--- src/hdl/tone_prog_pkg.sv ---
package tone_prog_pkg;
  // serial control bus addresses
  localparam logic [7:0] ADDR_GEN_RESET = 8'h01;
  localparam logic [7:0] ADDR_STATUS = 8'hE6;
  localparam logic [7:0] ADDR_TONE_PROGRAM_WORD = 8'hE8;
  localparam int ADDR_BITS = 8;
  localparam int WORD_BITS = 16;
  // programming sequence headers
  localparam logic [15:0] HDR_TX = 16'h8000;
  localparam logic [15:0] HDR_RX = 16'h8001;
  localparam int TX_WORDS = 16;
  localparam int RX_WORDS = 26;
  localparam int RX_PER_DET = 13;
  localparam int RX_COEFS = 10;
  localparam int OFS_NCYC = 10;
  localparam int OFS_MIN = 11;
  localparam int OFS_MAX = 12;
  // status register bit positions
  localparam int STAT_IRQ = 15;
  localparam int STAT_FLAG = 13;
  localparam int STAT_BOTH = 10;
  localparam int STAT_SECOND = 7;
  localparam int STAT_FIRST = 6;
  localparam int STAT_DTMF = 5;
  localparam logic [2:0] SEL_PROG_TONE = 3'h4;
  // timing
  localparam int CLK_HZ = 50000000;
  localparam int TIMER_HZ = 9600;
  localparam int TICK_DIV = CLK_HZ / TIMER_HZ;
  localparam int PROG_DONE_NS = 2000;
  localparam int PROG_MAX_NS = 150000;
  localparam int PROG_DONE_CYC = (PROG_DONE_NS * (CLK_HZ / 1000000) + 999) / 1000;
  // default fourth transmit pair: alert tones, level at -20 dBm with a 3.0 V analog_supply
  localparam logic [13:0] TX_DEF_FREQ1 = 14'h1C68;
  localparam logic [13:0] TX_DEF_FREQ2 = 14'h24AD;
  localparam logic [13:0] TX_DEF_LEVEL = 14'h0977;
  // default detectors: 64 cycles, 2130 +-20 Hz and 2750 +-20 Hz
  localparam logic [14:0] RX_DEF_NCYC = 15'h0040;
  localparam logic [14:0] RX1_DEF_MIN = 15'h011E;
  localparam logic [14:0] RX1_DEF_MAX = 15'h0123;
  localparam logic [14:0] RX2_DEF_MIN = 15'h00DE;
  localparam logic [14:0] RX2_DEF_MAX = 15'h00E1;

  typedef enum logic [2:0] {
    SEQ_IDLE = 3'b001,
    SEQ_TX = 3'b010,
    SEQ_RX = 3'b100
  } seq_t;

  typedef enum logic [3:0] {
    BUS_ADDR = 4'b0001,
    BUS_WRITE = 4'b0010,
    BUS_READ = 4'b0100,
    BUS_SKIP = 4'b1000
  } bus_state_t;

  // row 697/770/852/941, column 1209/1336/1477/1633
  function automatic logic [3:0] dtmf_code(input logic [1:0] row, input logic [1:0] col);
    logic [3:0] c;
    c = 4'h0;
    if (col == 2'h3)
      c = (row == 2'h3) ? 4'h0 : 4'(4'hD + {2'h0, row});
    else if (row == 2'h3)
      c = (col == 2'h0) ? 4'hB : ((col == 2'h1) ? 4'hA : 4'hC);
    else
      c = 4'(row * 3 + col + 1);
    return c;
  endfunction

  function automatic logic [13:0] tx_default(input int i);
    logic [13:0] v;
    v = 14'h0000;
    if (i == 12)
      v = TX_DEF_FREQ1;
    else if (i == 14)
      v = TX_DEF_FREQ2;
    else if (i == 13 || i == 15)
      v = TX_DEF_LEVEL;
    return v;
  endfunction

  function automatic logic [14:0] rx_default(input int i);
    logic [14:0] v;
    v = 15'h0000;
    case (i)
      OFS_NCYC, RX_PER_DET + OFS_NCYC: v = RX_DEF_NCYC;
      OFS_MIN: v = RX1_DEF_MIN;
      OFS_MAX: v = RX1_DEF_MAX;
      RX_PER_DET + OFS_MIN: v = RX2_DEF_MIN;
      RX_PER_DET + OFS_MAX: v = RX2_DEF_MAX;
      default: v = 15'h0000;
    endcase
    return v;
  endfunction
endpackage

--- src/hdl/tone_meter_if.sv ---
`timescale 1ns/1ns
`default_nettype none
interface tone_meter_if #(parameter int W = 15);
  logic tick;
  logic sign_raw;
  logic enable;
  logic [W-1:0] ncyc;
  logic [W-1:0] tmin;
  logic [W-1:0] tmax;
  logic detect;
  modport meter(input tick, sign_raw, enable, ncyc, tmin, tmax, output detect);
  modport ctrl(output tick, sign_raw, enable, ncyc, tmin, tmax, input detect);
endinterface
`default_nettype wire

--- src/hdl/tone_program_loader.sv ---
// How it works
// - tones mode reports keypad code in bits 3-0
// - program write clears flag (not in the cycle a settle count ends), set again later
// - powersave or reset reloads tone memory defaults
// - four transmit tone pairs, frequency and level
// - transmit words stored pair by pair in order
// - fourth pair defaults to the alert tones
// - zero frequency and level gives single tone
// - each detector: ten coefficients, then three timings
// - coefficients are 15-bit signed, top bit zero
// - detectors time n cycles against two bounds
// - timing counted in 9.6kHz ticks, bounds inclusive
// - unprogrammed detectors look for the alert tones
// - new receive values apply at next mode entry
// - write-only 16-bit program word at E8h
// - interrupt pin low when irq and enabled
// - status bit 5 marks a valid keypad code
`timescale 1ns/1ns
`default_nettype none
module tone_program_loader #(
  parameter int TICK_DIV_P = tone_prog_pkg::TICK_DIV,
  parameter int DONE_CYC_P = tone_prog_pkg::PROG_DONE_CYC
) (
  input wire logic clk_sys_in,
  input wire logic rst_n_in,
  input wire logic powersave_in,
  input wire logic cs_n_in,
  input wire logic sclk_in,
  input wire logic cmd_data_in,
  output logic reply_data_out,
  output logic reply_oe_out,
  input wire logic irq_bit_in,
  input wire logic interrupt_output_enable_in,
  output logic irq_n_out,
  output logic irq_oe_out,
  input wire logic rx_tones_mode_in,
  input wire logic [2:0] rx_tone_select_in,
  input wire logic dtmf_valid_in,
  input wire logic [1:0] dtmf_row_in,
  input wire logic [1:0] dtmf_col_in,
  input wire logic [1:0] rx_tone_sign_in,
  input wire logic [4:0] coef_sel_in,
  output logic [14:0] coef_out,
  input wire logic [1:0] tx_pair_sel_in,
  output logic [13:0] tx_freq1_out,
  output logic [13:0] tx_level1_out,
  output logic [13:0] tx_freq2_out,
  output logic [13:0] tx_level2_out,
  output logic tx_tone1_on_out,
  output logic tx_tone2_on_out
);
  import tone_prog_pkg::*;

  logic cs_meta_q, cs_q, sclk_meta_q, sclk_q, sclk_prev_q, cmd_meta_q, cmd_q;
  logic sclk_rise, sclk_fall, clr;
  bus_state_t bus_q;
  logic [3:0] bit_q;
  logic [14:0] shift_q;
  logic [15:0] rd_q;
  logic [15:0] wr_data_q;
  logic wr_q;
  logic gen_reset_q;
  seq_t seq_q;
  logic [4:0] idx_q;
  logic [13:0] tx_mem [TX_WORDS];
  logic [14:0] rx_mem [RX_WORDS];
  logic [14:0] act_mem [RX_WORDS];
  logic flag_q;
  logic [7:0] done_q;
  logic prog_mode, prog_mode_q;
  logic [12:0] tick_cnt_q;
  logic tick_q;
  logic [1:0] det;
  logic [15:0] status_d, status_q;
  logic [3:0] base;

  // the reset pin, reset command or powersave reloads the tone store with its defaults
  assign clr = !rst_n_in || powersave_in || gen_reset_q;
  assign sclk_rise = sclk_q && !sclk_prev_q;
  assign sclk_fall = !sclk_q && sclk_prev_q;

  always_ff @(posedge clk_sys_in)
  begin
    if (!rst_n_in)
    begin
      cs_meta_q <= 1'b1;
      cs_q <= 1'b1;
      sclk_meta_q <= 1'b0;
      sclk_q <= 1'b0;
      sclk_prev_q <= 1'b0;
      cmd_meta_q <= 1'b0;
      cmd_q <= 1'b0;
    end
    else
    begin
      cs_meta_q <= cs_n_in;
      cs_q <= cs_meta_q;
      sclk_meta_q <= sclk_in;
      sclk_q <= sclk_meta_q;
      sclk_prev_q <= sclk_q;
      cmd_meta_q <= cmd_data_in;
      cmd_q <= cmd_meta_q;
    end
  end

  // serial bus slave: address byte, then one 16-bit word in or out, msb first
  always_ff @(posedge clk_sys_in)
  begin
    wr_q <= 1'b0;
    gen_reset_q <= 1'b0;
    if (!rst_n_in || cs_q)
    begin
      bus_q <= BUS_ADDR;
      bit_q <= 4'h0;
      shift_q <= 15'h0000;
      rd_q <= 16'h0000;
      wr_data_q <= 16'h0000;
      reply_data_out <= 1'b0;
      reply_oe_out <= 1'b0;
    end
    else
    begin
      if (sclk_rise)
      begin
        shift_q <= {shift_q[13:0], cmd_q};
        bit_q <= 4'(bit_q + 1'b1);
        case (bus_q)
          BUS_ADDR:
            if (bit_q == 4'(ADDR_BITS - 1))
            begin
              bit_q <= 4'h0;
              case ({shift_q[6:0], cmd_q})
                ADDR_TONE_PROGRAM_WORD: bus_q <= BUS_WRITE;
                ADDR_STATUS:
                begin
                  bus_q <= BUS_READ;
                  rd_q <= status_q;
                end
                ADDR_GEN_RESET:
                begin
                  bus_q <= BUS_SKIP;
                  gen_reset_q <= 1'b1;
                end
                default: bus_q <= BUS_SKIP;
              endcase
            end
          BUS_WRITE:
            if (bit_q == 4'(WORD_BITS - 1))
            begin
              wr_data_q <= {shift_q, cmd_q};
              wr_q <= 1'b1;
              bus_q <= BUS_SKIP;
            end
          default: bus_q <= bus_q;
        endcase
      end
      if (sclk_fall && bus_q == BUS_READ)
      begin
        reply_data_out <= rd_q[15];
        reply_oe_out <= 1'b1;
        rd_q <= {rd_q[14:0], 1'b0};
      end
    end
  end

  // sequence loader: header restarts, words past the end are dropped
  always_ff @(posedge clk_sys_in)
  begin
    if (clr)
    begin
      seq_q <= SEQ_IDLE;
      idx_q <= 5'h00;
      for (int i = 0; i < TX_WORDS; i++)
        tx_mem[i] <= tx_default(i);
      for (int i = 0; i < RX_WORDS; i++)
        rx_mem[i] <= rx_default(i);
    end
    else if (wr_q)
    begin
      if (wr_data_q == HDR_TX)
      begin
        seq_q <= SEQ_TX;
        idx_q <= 5'h00;
      end
      else if (wr_data_q == HDR_RX)
      begin
        seq_q <= SEQ_RX;
        idx_q <= 5'h00;
      end
      else
      begin
        case (seq_q)
          SEQ_TX:
            if (idx_q < 5'(TX_WORDS))
            begin
              tx_mem[idx_q[3:0]] <= wr_data_q[13:0];
              idx_q <= 5'(idx_q + 1'b1);
            end
          SEQ_RX:
            if (idx_q < 5'(RX_WORDS))
            begin
              rx_mem[idx_q] <= wr_data_q[14:0];
              idx_q <= 5'(idx_q + 1'b1);
            end
          default: idx_q <= idx_q;
        endcase
      end
    end
  end

  // the store takes one cycle; the flag is held low a fixed settle time after it, or stays high if the previous count ends in that cycle
  always_ff @(posedge clk_sys_in)
  begin
    if (clr)
    begin
      flag_q <= 1'b1;
      done_q <= 8'h00;
    end
    else
    begin
      if (wr_q)
        done_q <= 8'(DONE_CYC_P);
      else if (done_q != 8'h00)
        done_q <= 8'(done_q - 1'b1);
      if (done_q == 8'h01)
        flag_q <= 1'b1;
      else if (wr_q)
        flag_q <= 1'b0;
    end
  end

  assign prog_mode = rx_tones_mode_in && (rx_tone_select_in == SEL_PROG_TONE);

  // detectors run from a copy taken on mode entry, so live edits wait
  always_ff @(posedge clk_sys_in)
  begin
    if (clr)
    begin
      prog_mode_q <= 1'b0;
      for (int i = 0; i < RX_WORDS; i++)
        act_mem[i] <= rx_default(i);
    end
    else
    begin
      prog_mode_q <= prog_mode;
      if (prog_mode && !prog_mode_q)
        act_mem <= rx_mem;
    end
  end

  always_ff @(posedge clk_sys_in)
  begin
    if (!rst_n_in || tick_cnt_q == 13'(TICK_DIV_P - 1))
      tick_cnt_q <= 13'h0000;
    else
      tick_cnt_q <= 13'(tick_cnt_q + 1'b1);
    tick_q <= rst_n_in && (tick_cnt_q == 13'(TICK_DIV_P - 1));
  end

  for (genvar gi = 0; gi < 2; gi++)
  begin : g_det
    tone_meter_if #(.W(15)) mif ();
    assign mif.tick = tick_q;
    assign mif.sign_raw = rx_tone_sign_in[gi];
    assign mif.enable = prog_mode_q;
    assign mif.ncyc = act_mem[gi * RX_PER_DET + OFS_NCYC];
    assign mif.tmin = act_mem[gi * RX_PER_DET + OFS_MIN];
    assign mif.tmax = act_mem[gi * RX_PER_DET + OFS_MAX];
    assign det[gi] = mif.detect;
    tone_freq_meter #(.W(15)) u_meter (
      .clk_in(clk_sys_in),
      .rst_n_in(rst_n_in),
      .m(mif.meter)
    );
  end

  always_comb
  begin
    status_d = 16'h0000;
    status_d[STAT_IRQ] = irq_bit_in;
    status_d[STAT_FLAG] = flag_q;
    if (rx_tones_mode_in && dtmf_valid_in)
    begin
      status_d[STAT_DTMF] = 1'b1;
      status_d[3:0] = dtmf_code(dtmf_row_in, dtmf_col_in);
    end
    if (prog_mode_q)
    begin
      status_d[STAT_FIRST] = det[0];
      status_d[STAT_SECOND] = det[1];
      status_d[STAT_BOTH] = &det;
    end
  end

  always_ff @(posedge clk_sys_in)
  begin
    if (clr)
      status_q <= 16'h0000;
    else
      status_q <= status_d;
  end

  always_ff @(posedge clk_sys_in)
  begin
    if (!rst_n_in)
    begin
      irq_n_out <= 1'b1;
      irq_oe_out <= 1'b0;
    end
    else
    begin
      irq_n_out <= !(irq_bit_in && interrupt_output_enable_in);
      irq_oe_out <= irq_bit_in && interrupt_output_enable_in;
    end
  end

  assign base = {tx_pair_sel_in, 2'b00};

  always_ff @(posedge clk_sys_in)
  begin
    if (!rst_n_in)
    begin
      tx_freq1_out <= 14'h0000;
      tx_level1_out <= 14'h0000;
      tx_freq2_out <= 14'h0000;
      tx_level2_out <= 14'h0000;
      tx_tone1_on_out <= 1'b0;
      tx_tone2_on_out <= 1'b0;
      coef_out <= 15'h0000;
    end
    else
    begin
      tx_freq1_out <= tx_mem[base];
      tx_level1_out <= tx_mem[4'(base + 4'h1)];
      tx_freq2_out <= tx_mem[4'(base + 4'h2)];
      tx_level2_out <= tx_mem[4'(base + 4'h3)];
      tx_tone1_on_out <= (tx_mem[base] | tx_mem[4'(base + 4'h1)]) != 14'h0000;
      tx_tone2_on_out <= (tx_mem[4'(base + 4'h2)] | tx_mem[4'(base + 4'h3)]) != 14'h0000;
      coef_out <= (coef_sel_in < 5'(RX_WORDS)) ? act_mem[coef_sel_in] : 15'h0000;
    end
  end
endmodule
`default_nettype wire

--- src/hdl/tone_freq_meter.sv ---
`timescale 1ns/1ns
`default_nettype none
module tone_freq_meter #(parameter int W = 15) (
  input wire logic clk_in,
  input wire logic rst_n_in,
  tone_meter_if.meter m
);
  logic sign_meta_q;
  logic sign_q;
  logic sign_prev_q;
  logic started_q;
  logic [W-1:0] cyc_q;
  logic [W-1:0] time_q;
  logic det_q;
  logic rise;

  assign rise = sign_q && !sign_prev_q;
  assign m.detect = det_q;

  always_ff @(posedge clk_in)
  begin
    if (!rst_n_in)
    begin
      sign_meta_q <= 1'b0;
      sign_q <= 1'b0;
      sign_prev_q <= 1'b0;
    end
    else
    begin
      sign_meta_q <= m.sign_raw;
      sign_q <= sign_meta_q;
      sign_prev_q <= sign_q;
    end
  end

  // the window opens on one rising edge and closes ncyc edges later
  always_ff @(posedge clk_in)
  begin
    if (!rst_n_in || !m.enable)
    begin
      started_q <= 1'b0;
      cyc_q <= '0;
      time_q <= '0;
      det_q <= 1'b0;
    end
    else if (rise)
    begin
      if (!started_q)
      begin
        started_q <= 1'b1;
        cyc_q <= '0;
        time_q <= '0;
      end
      else if (W'(cyc_q + 1'b1) >= m.ncyc)
      begin
        det_q <= (time_q >= m.tmin) && (time_q <= m.tmax);
        cyc_q <= '0;
        time_q <= '0;
      end
      else
      begin
        cyc_q <= W'(cyc_q + 1'b1);
        // time runs across all ncyc cycles, not only the last one
        if (m.tick && time_q != '1)
          time_q <= W'(time_q + 1'b1);
      end
    end
    else
    begin
      if (m.tick && time_q != '1)
        time_q <= W'(time_q + 1'b1);
      // a tone that stops leaves the window open; time out rather than hold detect
      if (time_q > m.tmax)
        det_q <= 1'b0;
    end
  end
endmodule
`default_nettype wire

--- config.mk ---
export PLATFORM = sky130hd
export DESIGN_NAME = tone_program_loader
export DESIGN_NICKNAME = d
export VERILOG_FILES = /design/src/hdl/tone_prog_pkg.sv /design/src/hdl/tone_meter_if.sv /design/src/hdl/tone_program_loader.sv /design/src/hdl/tone_freq_meter.sv
export SDC_FILE = /design/constraint.sdc
export NUM_CORES = 2
export LEC_CHECK = 0
export BUFFER_PORTS_ARGS = -buffer_cell sky130_fd_sc_hd__buf_2
export CAP_MARGIN = 25
export CORE_MARGIN = 2
export CORE_UTILIZATION = 35
export DETAILED_ROUTE_END_ITERATION = 16
export HOLD_SLACK_MARGIN = 0.1
export PLACE_DENSITY_LB_ADDON = 0.1
export SETUP_SLACK_MARGIN = 0.3
export SLEW_MARGIN = 25
export SYNTH_ARGS = -nofsm -noshare
export SYNTH_HDL_FRONTEND = slang
export SYNTH_SLANG_ARGS = --single-unit
--- constraint.sdc ---
create_clock -name clk_sys_in -period 3 [get_ports clk_sys_in]
set_input_delay 0.6 -clock clk_sys_in [delete_from_list [all_inputs] [get_ports clk_sys_in]]
set_output_delay 0.6 -clock clk_sys_in [all_outputs]
set_load 0.01 [all_outputs]
-- Yosys cells after proc, flatten, opt, wreduce, memory -nomap -nowiden
Memory sizes are Yosys's and may differ from the RTL's.
Cells that the tools add are included.
Widths: inputs -> output; s select.
- $lt $le $gt $ge: 14
- multiplexer cells: 69
- equal/unequal tests: 28
- bitwise gates (word level): 12
- multipliers: 1
- reductions and logical operators: 60
- add/subtract/negate cells: 14
- operator list (operator ; count):
    $bwmux 390 ; 1
    $mux 15 ; 15
    $mux 16 ; 5
    $bmux 15 s5 ; 1
    $demux 15 s5 ; 1
    $add 15x1->15 const B ; 4
    $ge 15x15->1 ; 4
    $mux 14 ; 4
    $eq 16x16->1 const B ; 2
    $mux 4 ; 8
    $gt 15x15->1 ; 2
    $le 15x15->1 ; 2
    $ne 15x15->1 const B ; 2
    $or 14x14->14 ; 2
    $reduce_bool 14->1 ; 2
    $mux 1 ; 21
    $mux 5 ; 4
    $reduce_bool 2->1 ; 9
    $eq 8x1->1 const B ; 2
    $eq 8x8->1 const B ; 2
    $pmux 4 s2 ; 2
    $reduce_and 4->1 ; 4
    $logic_and 1x1->1 ; 15
    $lt 5x5->1 const B ; 3
    39 further kinds ; 81
- logic and storage cells: 303
- output and inout port bits: 77
- bits of input ports: 26
- RAM bits: 224
- memories: 1
- register bits after elaboration: 1039
- memories (memory ; words ; bits a word ; rd ports ; clocked after Yosys merged registers in ; write ports ; line ; text):
    tx_mem ; 16 ; 14 ; 4 ; 0 ; 16 ; tone_program_loader.sv:65 ; logic [13:0] tx_mem [TX_WORDS];

-- Logic depth before layout (Yosys ltp)
- word-level depth: 10
- depth in mapped cells: 14
- mapped depth without buffers: 12

-- Modules after synthesis
Synthesis repeated with hierarchy kept, for this count alone.
- cell total of the unflattened synthesis: 5277
- area, all modules: 52895.7 um2
- modules (own cells, without submodules) (module ; area each (um2) ; cells each ; instances ; seq. area each (um2)):
    tone_program_loader ; 47285.4 ; 4575 ; 1 ; 26004.9
    tone_freq_meter ; 2805.2 ; 351 ; 2 ; 700.7

-- Worst setup path before layout
No wires, ideal clock.
- kind: input port to flip-flop
- start point: input rst_n_in
- end point: memory tx_mem[9][0], enable pin
- buffers on the path: 2
- setup time: 0.404 ns
- stages: 7
- data required time: 2.596 ns
- arrival time: 2.765 ns
- slack: -0.169 ns
- cells stage by stage: inv_2 -> or3_1 -> clkbuf_1 -> nor3_2 -> nand2_1 -> clkbuf_1 -> o21ai_0
- RTL lines (item ; line ; text):
    start: declaration ; tone_program_loader.sv:25 ; input wire logic rst_n_in,
    end: declaration ; tone_program_loader.sv:65 ;

-- Worst setup path after layout
- start point: register g_det[1].u_meter.cyc_q[1]
- end point: register g_det[1].u_meter.time_q[3]
- word-level cells in the longest chain between the ends: 5
- ends and longest elaborated chain (item ; line ; text):
    start: declaration ; tone_freq_meter.sv:12 ; logic [W-1:0] cyc_q;
    start signal: assignment ; tone_freq_meter.sv:62 ; cyc_q <= W'(cyc_q + 1'b1);
    $add 15x1->15 ; tone_freq_meter.sv:54 ; else if (W'(cyc_q + 1'b1) >= m.ncyc)
    $ge 15x15->1 ; tone_freq_meter.sv:54 ;
    $mux 15 ; tone_freq_meter.sv:54 ;
    $mux 15 ; tone_freq_meter.sv:48 ; if (!started_q)
    $mux 15 ; tone_freq_meter.sv:46 ; else if (rise)
    end signal: assignment ; tone_freq_meter.sv:65 ; time_q <= W'(time_q + 1'b1);
    end signal: assignment ; tone_freq_meter.sv:71 ; time_q <= W'(time_q + 1'b1);
    end: declaration ; tone_freq_meter.sv:13 ; logic [W-1:0] time_q;
No other way between the ends.
A chain may end at the register's enable or synchronous reset.

==> summary.txt <==
Status
  – Status: complete, no violations

Timing
  – Hold_ws: 187 ps
  – Post-layout min period: 2850 ps
  – Count of final max-slew check failures: 0
  – RSZ-0062 raised after global routing: true
  – Fmax: 351 MHz
  – # setup viols final: 0
  – Final Hold Viols: 0
  – Tightest Pin Transition: 1240 ps
  – Clock Skew: between 30 and 40 ps
  – Max-slew headroom: between 15 and 20%
  – Final Cycle Share: 94.9%
  – Final setup margin: 154 ps

Routing
  – Post-DR vias/cell: 5.16
  – Routed via count: 39800
  – Wire per inst: 21.4 um
  – Remaining antenna violation count: 0
  – Drt initial violations: 3039
  – First-pass DRT Iterations: 5
  – DRC Markers: 0
  – Post-Route WL: 166000 um

CTS
  – CTS tree: yes
  – Num CTS Buffers: 144
  – TritonCTS Sinks: 1257
  – Clock slew at reported path FFs: 60 ps
  – Insertion delay to the later sink of the worst-skew pair: 770 ps
  – Htree depth: 4
  – Clock buffer depth: 3
  – Clock tree root buffer cell: clkbuf_16

Yosys
  – EDFF count, synth: 224
  – Simple-Gate Fraction of Synth Area: 19.7%
  – Most frequent cells after synthesis: nand2_1, dfxtp_1, a21oi_1
  – Area leader, netlist: dfxtp_1
  – Post-synth top area share: 39.7%
  – Compound-Gate Fraction of Synth Area: 10.0%
  – Post-Synth Adder-Cell Area: 2.62%
  – Async S/R FF share, synth: 0%
  – Top-count cell post-synth: nand2_1
  – Mapped Nets: ~5700
  – Post-Synthesis Cells: between 5000 and 6000
  – Synthesized cell area: 52200 um2
  – Sequential-to-total area share from yosys stat: 52.6%
  – Yosys reg bits: around 1300
  – Xor/xnor share of the synthesized area: under 10%
  – Dominant synthesized flop cell: dfxtp_1
  – Synth unique cells: 72
  – Combinational family with the most area after synthesis: simple AND/OR/NAND/NOR gates
  – Mux cell area share after synthesis: 9.50%
  – Area contributors post-synth: dfxtp_1, edfxtp_1, nand2_1
  – Syn_area_per_cell: 9.34 um2
  – Yosys Warn Count: 0

Cells and area
  – Fraction of layout cells with a size suffix above 1: between 10% and 20%
  – Fin nets: 5820
  – Final core occ: 41.8%
  – Layout area overhead: 18.6%

Place
  – Pre-CTS setup slack: approximately 46 ps
  – Routability cong.: 0.858
  – Dpl hpwl: just over 100000 um
  – I/O Buffers: 102

GRT
  – Initial antenna violation count: 8
  – Global-route usage over all layers: 21.4%
  – Largest net degree at the start of global routing: 209
  – Vias in the first global route: 38100
  – First-pass GRT wire length: 248000 um
  – Global route overflow: 0

Setup path
  – Type of origin of the critical path: register
  – Crit path capture type: register
  – Crit-path max FO: 6
  – Arrival @ worst endpoint: approximately 3500 ps
  – Worst EP required: 3700 ps
  – Crit path kind: register to register

Floorplanning
  – Io pins: 103
  – Die area: 152000 um2
  – Num rows: 141
  – Die H: 390 um
  – Die width: approximately 390 um
  – Initial core utilization: 35.3%
  – Core area: between 100000 and 150000 um2

Run
  – Max Cap Viol: 0

Pwr
  – Pwr Density: 592 nW/um2
  – Peak supply drop: 415 uV
  – Power, Total: 36.6 mW
  – Lkg Pwr: 22.5 nW

Hold path
  – Type of the most critical hold path: input port to register
## timing repair
action | CTS | global route
endpoints found under the hold margin | 9 | 0
cloned | 2 | 3
pin swaps | 32 | 62
buffers inserted | 25 | 19
hold buffers | 9 | 0
resized for setup | 46 | 105
endpoints found under the setup margin | 132 | 159
## logic make-up (layout without fill, tap and decap cells)
family | after synthesis | count (layout)
flops | 1257 | 1257
mux | 350 | 350
compound gates | 945 | 945
simple gates | 2282 | 2282
buf+inv | 559 | 768
xor+xnor | 80 | 80
fa+ha+maj | 108 | 108
other cells | 0 | 7
## per-layer routing
layer | share of wire, % | vias to the layer above | global-route usage (%)
met5 | 0.016 | - | 0
met4 | 2.1 | 4 | 5.55
met3 | 4.5 | 218 | 3.54
met2 | 46 | 765 | 34.1
met1 | 47 | 19600 | 30.0
li1 | - | 19300 | -
## registers in the layout, summed over array words and instances (netlist names), 8 cells and up
signal	flops
rx_mem	390
act_mem	300
tx_mem	224
g_det.mif.ncyc	30
g_det.mif.tmax	30
g_det.mif.tmin	30
g_det.u_meter.cyc_q	30
g_det.u_meter.time_q	30
rd_q	16
wr_data_q	16
coef_out	15
shift_q	15
tx_freq1_out	14
tx_freq2_out	14
tx_level1_out	14
tx_level2_out	14
tick_cnt_q	13
status_q	10
done_q	8
## final cells by class
| class | count | area, um2 |
|---|---|---|
| well taps | 1930 | 2410 |
| clock buffers | 207 | 4090 |
| fillers | 14500 | 86000 |
| clock inverters | 43 | 531 |
| multi-input cells | 3765 | 23200 |
| diodes | 7 | 17.5 |
| inverters | 109 | 409 |
| flip-flops and latches | 1257 | 27500 |
| repair buffers | 409 | 3650 |
## path summary, 6_finish.rpt
path                              from                          to  slack (ps)  cells after the start
max          g_det[1].u_meter.cyc_q[1]  g_det[1].u_meter.time_q[3]         150                     15
min                     dtmf_col_in[0]                 status_q[3]         190                      2
max reg2reg  g_det[1].u_meter.cyc_q[1]  g_det[1].u_meter.time_q[3]         150                     15
min reg2reg                rx_mem[126]                act_mem[126]         430                      2
## through the flow
step | instance area (um2) | TNS, ps | cells
finish | 61800 | 0 | 7727
global route | 61800 | 0 | 7725
CTS | 61100 | 0 | 7696
detailed placement | 56000 | 0 | 7410
global placement | 56000 | -710 | 7410
floorplan | 52300 | 0 | 5581
## cell usage in the layout, fill, tap and decap left out, types with 12 or more instances in the layout
master and n:
xnor2_1 41, nor2_1 285, o21ai_2 14, or3_1 32, o221ai_1 30, edfxtp_1 224, a22oi_1 25, o211ai_1 23
buf_4 229, clkbuf_16 148, dfxtp_4 12, a21oi_1 707, nand2b_1 16, nor3_1 35, and2_1 268, xor2_1 31
inv_1 108, nand3_1 311, nand4_1 25, mux2i_1 233, nor2_4 20, mux4_2 116, clkinv_2 14, buf_2 99
ha_1 99, dfxtp_2 19, o22ai_1 15, o21ai_0 44, a21o_1 14, dfxtp_1 1002, clkbuf_1 40, buf_12 55
clkbuf_8 21, nand2_1 1161, nor4_1 22
## power breakdown
group / total (mW) / internal, mW / switching, mW
Sequential: 17.5 / 17.4 / 0.117
Combinational: 1.71 / 0.644 / 1.06
Clock: 17.4 / 10.2 / 7.21
Total: 36.6 / 28.2 / 8.39
## critical path, stage by stage, from the launching register on
cell and delay, ps:
dfxtp_4 370, ha_4 150, nand2_4 60, or2_4 250, buf_4 150, nor3_4 190, or2_4 160, ha_4 200
a21oi_2 140, o21ai_2 90, buf_4 150, a211oi_4 230, o211a_1 230, o21ai_4 120, clkbuf_16 220, nor2_1 90
Note: power is estimated with default switching activity, not from simulation.
